==> src/design/rbmc_pkg.sv <==
// Package: register map, field layout and state codes for the region and manual command bank
// Behaviour
// - Regions 3..7 each keep lower and upper bounds, split bits 31..0 and 43..32.
// - Region bound registers are readable and writable in every controller state.
// - Read-only channel state word reads 0x00000003 after reset.
// - Channel state word is readable always; software writes never change it.
// - Manual command address is readable; writable only in configuration, halted or ready.
// - Writing the command trigger launches a manual command toward memory.
// - Command trigger is write-only, writable only in configuration, halted or ready.
// - Replay policy decides the reaction to memory errors during manual commands.
package rbmc_pkg;

  localparam int unsigned NUM_BOUNDS = 20;

  // Bound registers: region 3..7, order lower_low, lower_high, upper_low, upper_high
  localparam logic [11:0] BOUND_OFFSET [0:NUM_BOUNDS-1] = '{
    12'h0b0, 12'h0b4, 12'h008, 12'h0bc,
    12'h0c0, 12'h0c4, 12'h0c8, 12'h0cc,
    12'h0d0, 12'h0d4, 12'h0d8, 12'h0dc,
    12'h0e0, 12'h0e4, 12'h0e8, 12'h0ec,
    12'h0f0, 12'h0f4, 12'h0f8, 12'h0fc
  };
  localparam logic [31:0] BOUND_RESET = 32'h0000_0000;
  localparam int unsigned HIGH_BITS = 12;

  localparam logic [11:0] CHAN_STATE_OFFSET = 12'h100;
  localparam logic [11:0] CMD_TARGET_OFFSET = 12'h108;
  localparam logic [11:0] CMD_TRIGGER_OFFSET = 12'h10c;
  localparam logic [11:0] REPLAY_OFFSET = 12'h110;

  localparam logic [31:0] CHAN_STATE_RESET = 32'h0000_0003;
  localparam logic [31:0] CMD_TARGET_RESET = 32'h0000_0000;
  localparam logic [31:0] REPLAY_RESET = 32'h0000_0002;

  // Replay policy encoding: zero abandons the command, any other value replays it
  localparam logic [31:0] REPLAY_ABORT = 32'h0000_0000;

  // Controller operating state codes
  localparam logic [2:0] ST_CONFIG = 3'h0;
  localparam logic [2:0] ST_LOW_POWER = 3'h1;
  localparam logic [2:0] ST_HALTED = 3'h2;
  localparam logic [2:0] ST_READY = 3'h3;
  localparam logic [2:0] ST_ACTIVE = 3'h4;

endpackage : rbmc_pkg

==> src/design/rbmc_regs.sv <==
// Module: Wishbone register bank for region bounds and manual memory commands
//
// Chosen here: the Wishbone slave port.
`timescale 1ns/1ns
module rbmc_regs
  import rbmc_pkg::*;
(
  // Clock, reset, enable
  input wire logic clk_i,
  input wire logic rst_i,
  input wire logic ce_i,
  // Wishbone classic slave
  input wire logic wb_cyc_i,
  input wire logic wb_stb_i,
  input wire logic wb_we_i,
  input wire logic [11:0] wb_adr_i,
  input wire logic [3:0] wb_sel_i,
  input wire logic [31:0] wb_dat_i,
  output logic [31:0] wb_dat_o,
  output logic wb_ack_o,
  // Controller status
  input wire logic [2:0] op_state_i,
  input wire logic [31:0] chan_state_i,
  // Manual command engine
  input wire logic cmd_done_i,
  input wire logic cmd_err_i,
  output logic cmd_launch_o,
  output logic [31:0] cmd_word_o,
  output logic [31:0] cmd_target_o,
  output logic cmd_busy_o,
  output logic cmd_replay_o,
  output logic cmd_abort_o,
  output logic [31:0] replay_policy_o,
  // Region bounds, 44 bits each, index = 4*(region-3) + {upper, high}
  output logic [NUM_BOUNDS*32-1:0] bounds_o
);

  ////////////////////////////////////////////////////////////////////////////////

  function automatic logic [31:0] merge_bytes(input logic [31:0] old_v,
                                              input logic [31:0] new_v,
                                              input logic [3:0] sel);
    logic [31:0] res;
    res = old_v;
    for (int b = 0; b < 4; b++) begin
      if (sel[b]) begin
        res[b*8 +: 8] = new_v[b*8 +: 8];
      end
    end
    return res;
  endfunction : merge_bytes

  function automatic logic hit_bound(input logic [11:0] adr, input int unsigned idx);
    return adr == BOUND_OFFSET[idx];
  endfunction : hit_bound

  ////////////////////////////////////////////////////////////////////////////////

  logic [31:0] bound_q [0:NUM_BOUNDS-1];
  logic [31:0] chan_state;
  logic [31:0] cmd_target;
  logic [31:0] replay_policy;
  logic busy;

  wire logic req = wb_cyc_i & wb_stb_i & ~wb_ack_o;
  wire logic wr = req & wb_we_i;
  wire logic gate_ok = (op_state_i == ST_CONFIG) | (op_state_i == ST_HALTED) |
                       (op_state_i == ST_READY);
  wire logic hit_target = wb_adr_i == CMD_TARGET_OFFSET;
  wire logic hit_trigger = wb_adr_i == CMD_TRIGGER_OFFSET;
  wire logic hit_chan = wb_adr_i == CHAN_STATE_OFFSET;
  wire logic hit_replay = wb_adr_i == REPLAY_OFFSET;
  wire logic wr_target = wr & hit_target & gate_ok;
  wire logic wr_trigger = wr & hit_trigger & gate_ok;
  wire logic wr_replay = wr & hit_replay;
  wire logic err_in_cmd = busy & cmd_err_i;
  wire logic [31:0] trigger_word = merge_bytes(32'h0000_0000, wb_dat_i, wb_sel_i);

  logic [31:0] next_rdata;
  logic [NUM_BOUNDS-1:0] bound_hit;

  ////////////////////////////////////////////////////////////////////////////////

  // Read mux; trigger reads as zero, unmapped reads zero
  always_comb begin
    next_rdata = 32'h0000_0000;
    for (int i = 0; i < NUM_BOUNDS; i++) begin
      if (bound_hit[i]) begin
        next_rdata = bound_q[i];
      end
    end
    if (hit_chan) begin
      next_rdata = chan_state;
    end
    if (hit_target) begin
      next_rdata = cmd_target;
    end
    if (hit_replay) begin
      next_rdata = replay_policy;
    end
  end

  // Bus acknowledge one cycle after request, dropped the cycle after
  always_ff @(posedge clk_i) begin
    if (rst_i) begin
      wb_ack_o <= 1'b0;
      wb_dat_o <= 32'h0000_0000;
    end else if (ce_i) begin
      wb_ack_o <= req;
      wb_dat_o <= (req & ~wb_we_i) ? next_rdata : 32'h0000_0000;
    end
  end

  ////////////////////////////////////////////////////////////////////////////////

  // Region bound registers, writable in every state
  for (genvar g = 0; g < NUM_BOUNDS; g++) begin : g_bound
    localparam bit IS_HIGH = (g % 2) == 1;
    wire logic [31:0] merged = merge_bytes(bound_q[g], wb_dat_i, wb_sel_i);
    assign bound_hit[g] = hit_bound(wb_adr_i, g);
    always_ff @(posedge clk_i) begin
      if (rst_i) begin
        bound_q[g] <= BOUND_RESET;
      end else if (ce_i && wr && bound_hit[g]) begin
        bound_q[g] <= IS_HIGH ? {{(32-HIGH_BITS){1'b0}}, merged[HIGH_BITS-1:0]} : merged;
      end
    end
    assign bounds_o[g*32 +: 32] = bound_q[g];
  end

  ////////////////////////////////////////////////////////////////////////////////

  // Channel state word follows the controller, never software
  always_ff @(posedge clk_i) begin
    if (rst_i) begin
      chan_state <= CHAN_STATE_RESET;
    end else if (ce_i) begin
      chan_state <= chan_state_i;
    end
  end

  // Command address and replay policy
  always_ff @(posedge clk_i) begin
    if (rst_i) begin
      cmd_target <= CMD_TARGET_RESET;
      replay_policy <= REPLAY_RESET;
    end else if (ce_i) begin
      if (wr_target) begin
        cmd_target <= merge_bytes(cmd_target, wb_dat_i, wb_sel_i);
      end
      if (wr_replay) begin
        replay_policy <= merge_bytes(replay_policy, wb_dat_i, wb_sel_i);
      end
    end
  end

  ////////////////////////////////////////////////////////////////////////////////

  // Manual command launch and error reaction
  always_ff @(posedge clk_i) begin
    if (rst_i) begin
      cmd_launch_o <= 1'b0;
      cmd_word_o <= 32'h0000_0000;
      busy <= 1'b0;
      cmd_replay_o <= 1'b0;
      cmd_abort_o <= 1'b0;
    end else if (ce_i) begin
      cmd_launch_o <= wr_trigger;
      if (wr_trigger) begin
        cmd_word_o <= trigger_word;
      end
      cmd_replay_o <= err_in_cmd & (replay_policy != REPLAY_ABORT);
      cmd_abort_o <= err_in_cmd & (replay_policy == REPLAY_ABORT);
      if (wr_trigger) begin
        busy <= 1'b1;
      end else if (cmd_done_i || (err_in_cmd && replay_policy == REPLAY_ABORT)) begin
        busy <= 1'b0;
      end
    end
  end

  assign cmd_busy_o = busy;
  assign cmd_target_o = cmd_target;
  assign replay_policy_o = replay_policy;

endmodule : rbmc_regs

==> config.mk <==
export PLATFORM = sky130hd
export DESIGN_NAME = rbmc_regs
export DESIGN_NICKNAME = d
export VERILOG_FILES = /design/src/design/rbmc_pkg.sv /design/src/design/rbmc_regs.sv
export SDC_FILE = /design/constraint.sdc
export NUM_CORES = 1
export LEC_CHECK = 0
export BUFFER_PORTS_ARGS = -buffer_cell sky130_fd_sc_hd__buf_2
export CORE_AREA = 2 2 335 337
export CTS_BUF_LIST = sky130_fd_sc_hd__clkbuf_16
export CTS_CLUSTER_DIAMETER = 200
export DETAILED_ROUTE_END_ITERATION = 16
export DIE_AREA = 0 0 337 339
export PLACE_DENSITY_LB_ADDON = 0.05
export SLEW_MARGIN = 30
export SYNTH_ARGS = -nofsm -noshare
export SYNTH_HDL_FRONTEND = slang
export SYNTH_SLANG_ARGS = --single-unit
==> constraint.sdc <==
create_clock -name clk_i -period 7.96 [get_ports clk_i]
set_clock_uncertainty 0.15 [all_clocks]
set_input_delay 0.796 -clock clk_i [delete_from_list [all_inputs] [get_ports clk_i]]
set_output_delay 0.796 -clock clk_i [all_outputs]
set_load 0.02 [all_outputs]
==> results.txt, run 1 <==
CORE AREA: 0.110 mm^2
Cell taking the most area after synthesis: edfxtp_1
Async SR Flop Fraction: 0%
Longest Clk Path Bufs: 3
Post-synth top area share: 46.2%
#FFs+latches synth: 605
Slew margin rel.: 31.9%
Pre-CTS WS: 3.43 ns
Post-synthesis average cell area: 10.7 um^2
Wirelength per Cell: 32.3 um
Critical-path cell list: buf_2, or4b_1, nor3_4, buf_4, a221o_1, a221oi_1, a211oi_1, a2111oi_0, o21ai_1
Mapped cell area: 0.0286 mm^2
Reg2reg end: bound_q[3][95]
FF-to-FF Start: wb_ack_o
Predominant post-synthesis flop cell: edfxtp_1
Clock sink total: 605
Via count: 24300
Vias/cell: 5.07
Synth warn: 0
Final Hold Viols: 0
Grt ovf: 0
Fraction of layout cells with a size suffix above 1: 26.4%
First-pass GRT wire length: 206000 um
Hold crit path type: input pin to flip-flop
Count leader, synth: and2_1
Most instantiated cells after synthesis: 445 x and2_1, 440 x edfxtp_1, 289 x nand2_1
Post-Syn Instances: 2675
Crit Path Class: input pin to flip-flop
Leakage: 14.7 nW
Power Internal: 5.47 mW
CTS H-tree lvls: 3
Die area: 0.114 mm^2
Clk pin slew, worst setup/hold paths: 0.06 ns
RSZ-0062 raised after global routing: false
Worst-path fanout max: 39
Worst hold start: chan_state_i[1]
WHS Endpoint: chan_state[1]
Largest net degree at the start of global routing: 91
PwrDens: 211 mW/mm^2
Final setup vio count: 0
CP Launch Type: input pin
Final nets: 3322
Final wirelength: 155000 um
CP Capture Type: flip-flop
Sw Ratio: 26.1%
Layout area overhead: 22.4%
Antenna-violating nets left: 0
Initial antenna violation count: 34
Die Span X: 337 um
EDFF count, synth: 440
Worst Tran Pin Value: 1.02 ns
Initial Utilization: 25.9%
Sw power: 1.93 mW
Clock share of power: 45.3%
Vias in the first global route: 23000
Max Cap Viol: 0
Req. time, crit path: 8.39 ns
Port bufs: 663
Fillers: 11500
Hold Crit Depth: 3
Setup_tns: 0 ns
Worst EP arrival: 4.40 ns
Final slew viol count: 0
Setup WS post-layout: 3.98 ns
Setup Fix Bufs, Post-CTS: 0
Root Driver: clkbuf_16
Worst skew pair latency: 0.64 ns
Fin cells: 4795
Num rows: 122
TritonCTS clock tree: built
Final Critical Period: 3.98 ns
Logic pwr share: 7.0%
Max Clk Rate: 0.251 GHz
R2r setup slk: 4.46 ns
Crit-path max cell delay: 0.86 ns
Reg2reg path depth: 7
Critical path's slowest cell: or4b_1
I/O pins: 864
Die Y: 339 um
Sequential share of power: 47.7%
Distinct cells, synth: 78
Ranking of synthesized cells by area: edfxtp_1 46%, dfxtp_1 12%, and2_1 9.7%
Routability congestion estimate from global placement: 0.917
TritonCTS Buffers: 75
Detailed placement HPWL: 116000 um
# hold bufs at CTS: 0
Fin crit share: 50.0%
Status: finished clean
1st-iter DRT viols: 2735
DR pass1 iterations: 7
Seq/Total Area, Yosys: 57.7%
Post-route DRC: 0
Max VDD drop: 0.000120 V
Crit. Startpoint: wb_adr_i[3]
Total track usage: 26.2%
Cts repair resizes: 0
Cell count after placement: 4642
## sequential cells by signal, indices dropped and copies added, names as in the netlist
register / cells
wb_dat_o: 32
wb_ack_o: 1
bound_q: 440
cmd_word_o: 32
cmd_launch_o: 1
cmd_target_o: 32
replay_policy_o: 32
chan_state: 32
cmd_replay_o: 1
cmd_abort_o: 1
cmd_busy_o: 1
## logic make-up (layout without fill, tap and decap cells)
| kind of cell | count (synthesis) | in the layout | share of synthesized area, % |
|---|---|---|---|
| other | 1 | 219 | 0.0131 |
| buffers and inverters | 439 | 853 | 8.66 |
| multiplexers | 41 | 41 | 1.46 |
| AND/OR/NAND/NOR | 1081 | 1081 | 20.0 |
| AO/OA/AOI/OAI | 508 | 508 | 12.1 |
| flip-flops | 605 | 605 | 57.7 |
## power by group through the flow
stage / clock [mW] / combinational [mW] / sequential, mW
after global placement: 0 / 0.509 / 3.60
after CTS: 3.42 / 0.513 / 3.53
after floorplan: 0 / 0.295 / 3.61
after global routing: 3.54 / 0.544 / 3.53
final: 3.35 / 0.514 / 3.53
after detailed placement: 0 / 0.511 / 3.60
## placed cells by master, fill, tap and decap left out, types with 55 or more instances in the layout
master / instances
a21oi_1: 155
a22oi_1: 116
and2_1: 445
buf_2: 662
clkbuf_16: 79
conb_1: 200
dfxtp_1: 165
edfxtp_1: 440
nand2_1: 289
nand3_1: 165
nor2_1: 75
o21ai_0: 55
## critical path: cells and delay by family
family / cells / cell delay, ns
AND/OR/NAND/NOR: 2 / 1.46
AO/OA/AOI/OAI: 5 / 1.11
buffers and inverters: 2 / 1.00
## worst max path at each step
stage          depth (start not counted)        endpoint
2_1_floorplan                          8  bound_q[0][10]
3_3_place_gp                           7  bound_q[2][72]
3_5_place_dp                           9  bound_q[0][24]
4_1_cts                                9  bound_q[0][24]
5_1_grt                                9     wb_dat_o[9]
6_report                               9     wb_dat_o[9]
## layer usage
| layer | vias to the layer above | part of all wire, % | GRT usage (%) |
|---|---|---|---|
| met5 | - | 0 | 0 |
| met4 | 0 | 2.9 | 7.51 |
| met3 | 192 | 7.7 | 5.69 |
| met2 | 1354 | 48 | 43.1 |
| met1 | 12400 | 42 | 34.5 |
| li1 | 10400 | - | - |
## metrics by stage
| step | util (%) | area [um^2] | power [mW] | hold WS [ns] |
|---|---|---|---|---|
| floorplan | - | 29400 | 3.91 | 0.292 |
| global placement | 29.5 | 32600 | 4.11 | 0.286 |
| detailed placement | 29.5 | 32600 | 4.11 | 0.291 |
| CTS | 31.7 | 34900 | 7.47 | 0.191 |
| global route | 31.7 | 35000 | 7.61 | 0.210 |
| finish | 31.7 | 35000 | 7.40 | 0.225 |
## cell type report
class | count | area, um^2 | area share (%)
timing repair buffer | 709 | 3670 | 10.5
inverter | 10 | 37.5 | 0.107
sequential | 605 | 16500 | 47.2
multi-input combinational | 1830 | 10500 | 30.0
clock buffer | 79 | 1980 | 5.65
antenna | 19 | 47.5 | 0.136
clock inverter | 55 | 369 | 1.05
tap | 1488 | 1860 | 5.32
No activity file was read; power rests on OpenSTA's default activity.
==> run 2: changes to the inputs <==
--- a/config.mk
+++ b/config.mk
@@ -6,11 +6,11 @@
 export NUM_CORES = 1
 export LEC_CHECK = 0
 export BUFFER_PORTS_ARGS = -buffer_cell sky130_fd_sc_hd__buf_2
-export CORE_AREA = 2 2 335 337
+export CORE_AREA = 2 2 338 340
 export CTS_BUF_LIST = sky130_fd_sc_hd__clkbuf_16
 export CTS_CLUSTER_DIAMETER = 200
 export DETAILED_ROUTE_END_ITERATION = 16
-export DIE_AREA = 0 0 337 339
+export DIE_AREA = 0 0 340 342
 export PLACE_DENSITY_LB_ADDON = 0.05
 export SLEW_MARGIN = 30
 export SYNTH_ARGS = -nofsm -noshare
==> constraint.sdc (replaced) <==
create_clock -name clk_i -period 3.83 [get_ports clk_i]
set_clock_uncertainty 0.15 [all_clocks]
set_input_delay 0.383 -clock clk_i [delete_from_list [all_inputs] [get_ports clk_i]]
set_output_delay 0.383 -clock clk_i [all_outputs]
set_load 0.02 [all_outputs]
==> run 2 against run 1 <==
Compared with the run above: final area grew 3.6%; clock power grew 130%; worst setup slack lost 3.5 ns; sequential cell count is the same; clock-buffer cell count grew 2; highest routed layer is now met5.
==> results.txt, run 2 (synthesis gave the netlist of run 1 again) <==
Status: finished clean
CP Capture Type: flip-flop
CP Launch Type: input pin
TritonCTS Buffers: 77 (+2.7%)
Routability congestion estimate from global placement: 0.902 (-1.6%)
Clock sink total: 605 (unchanged)
TritonCTS clock tree: built
Total track usage: 25.6% (-0.66 points)
1st-iter DRT viols: 2822 (+3.2%)
Most common cell after layout, fill and taps aside: buf_2
Initial antenna violation count: 38 (+12%)
Crit-path max cell delay: 0.68 ns (-0.18 ns)
Final nets: 3433 (+3.3%)
Worst skew pair latency: 0.64 ns (about the same)
Antenna-violating nets left: 0 (unchanged)
Critical-path cell list: buf_2, nand4bb_1, nor3_1, a221o_1, a221oi_1, a211oi_1, a2111oi_0, o21ai_1
Final setup vio count: 0 (unchanged)
Worst Tran Pin Value: 0.983 ns (-0.0389 ns)
Die Span X: 340 um (+0.89%)
Crit Path Class: input pin to flip-flop
Setup Fix Bufs, Post-CTS: 0 (unchanged)
Largest register by flop count: bound_q
DR WL met2: 73000 um (-1.2%)
Die area: 0.116 mm^2 (+1.8%)
Slew margin rel.: 34.4% (+2.6 points)
PwrDens: 441 mW/mm^2 (+110%)
RSZ-0062 raised after global routing: false
Post-route DRC: 0 (unchanged)
Max Clk Rate: 0.301 GHz
Longest Clk Path Bufs: 3 (unchanged)
Hold crit path type: input pin to flip-flop
Number of flip-flops in the largest register: 440 (unchanged)
Die Y: 342 um (+0.88%)
Max VDD drop: 0.000262 V (+120%)
CTS H-tree lvls: 3 (unchanged)
Final Hold Viols: 0 (unchanged)
Vias in the first global route: 23300 (+1.5%)
Pre-CTS WS: 0.0107 ns (-3.42 ns)
Worst-path fanout max: 11 (-72%)
Min Hold Slack: 0.0663 ns (-0.159 ns)
Clk pin slew, worst setup/hold paths: 0.06 ns (about the same)
Detailed placement HPWL: 119000 um (+2.4%)
M1 WL: 66800 um (+3.2%)
Via count: 24800 (+1.8%)
Critical path's slowest cell: a2111oi_0
DR pass1 iterations: 9 (+2)
Layout area overhead: 26.7%
Grt ovf: 0 (unchanged)
Num rows: 124 (+1.6%)
Req. time, crit path: 4.18 ns (-4.21 ns)
Final slew viol count: 0 (unchanged)
Met3 wire len: 11300 um (-6.0%)
Vias/cell: 5.03 (-0.82%)
Leakage: 15.3 nW (+4.4%)
First-pass GRT wire length: 206000 um (+0.12%)
Wirelength per Cell: 31.5 um (-2.4%)
Port bufs: 663 (unchanged)
Largest net degree at the start of global routing: 70 (-23%)
Max Cap Viol: 0 (unchanged)
Worst EP arrival: 3.66 ns (-0.74 ns)
I/O pins: 864 (unchanged)
Setup WS post-layout: 0.512 ns (-3.47 ns)
Setup_tns: 0 ns (unchanged)
CORE AREA: 0.113 mm^2 (+2.5%)
Final Critical Period: 3.32 ns
Final wirelength: 155000 um (+0.13%)
Top layer used by detailed routing: met5
Fraction of layout cells with a size suffix above 1: 27.7% (+1.3 points)
Most frequent cells in the layout: 662 x buf_2, 445 x and2_1, 440 x edfxtp_1
Initial Utilization: 25.3% (-0.63 points)
Root Driver: clkbuf_16
Fin crit share: 86.6%
## run 2: routing by layer
layer / vias up / track usage [%]
met5: - / 0
met1: 12600 / 34.5
met4: 2 / 7.21
met3: 186 / 4.54
met2: 1376 / 42.0
li1: 10600 / -
## run 2: worst paths after layout
check	startpoint	to	slack, ns	cells past startpoint
worst max-delay path	wb_adr_i[0]	wb_dat_o[9]	0.51	8
worst min-delay path	wb_dat_i[15]	cmd_word_o[15]	0.07	3
worst max register to register	wb_ack_o	bound_q[0][33]	0.69	7
worst min register to register	cmd_word_o[12]	cmd_word_o[12]	0.30	2
## run 2: what timing repair did
item                                   in CTS  in global routing
endpoints found under the hold margin      71                  0
hold buffers                               44                  0
gates resized for setup                     0                  0
## run 2: metrics by stage
| step | util (%) | cells | instance area (um^2) | power, mW |
|---|---|---|---|---|
| final | 32.1 | 4921 | 36200 | 16.0 |
| after global routing | 32.0 | 4919 | 36200 | 16.4 |
| after CTS | 32.0 | 4917 | 36200 | 16.1 |
| after detailed placement | 29.4 | 4731 | 33200 | 8.54 |
| after global placement | 29.4 | 4731 | 33200 | 8.55 |
| after floorplan | - | 2874 | 29400 | 8.12 |
## run 2: report_power, final
group / total, mW / switching, mW / internal (mW)
sequential: 7.33 / 0.182 / 7.15
combinational: 1.12 / 0.896 / 0.223
clock: 7.54 / 3.05 / 4.50
total: 16.0 / 4.13 / 11.9
## run 2: worst max-delay path, delay by kind of cell
kind / cells / cell delay (ns)
compound gates: 5 / 2.17
simple gates: 2 / 0.84
buf+inv: 1 / 0.25
## run 2: area by class of cell
class	count	area, um^2
Fill cell	11700	76900
Timing Repair Buffer	818	4710
Clock buffer	81	2030
Multi-Input combinational cell	1830	10500
Sequential cell	605	16500
Clock inverter	61	552
Tap cell	1512	1890
Inverter	10	37.5
Antenna cell	4	10.0
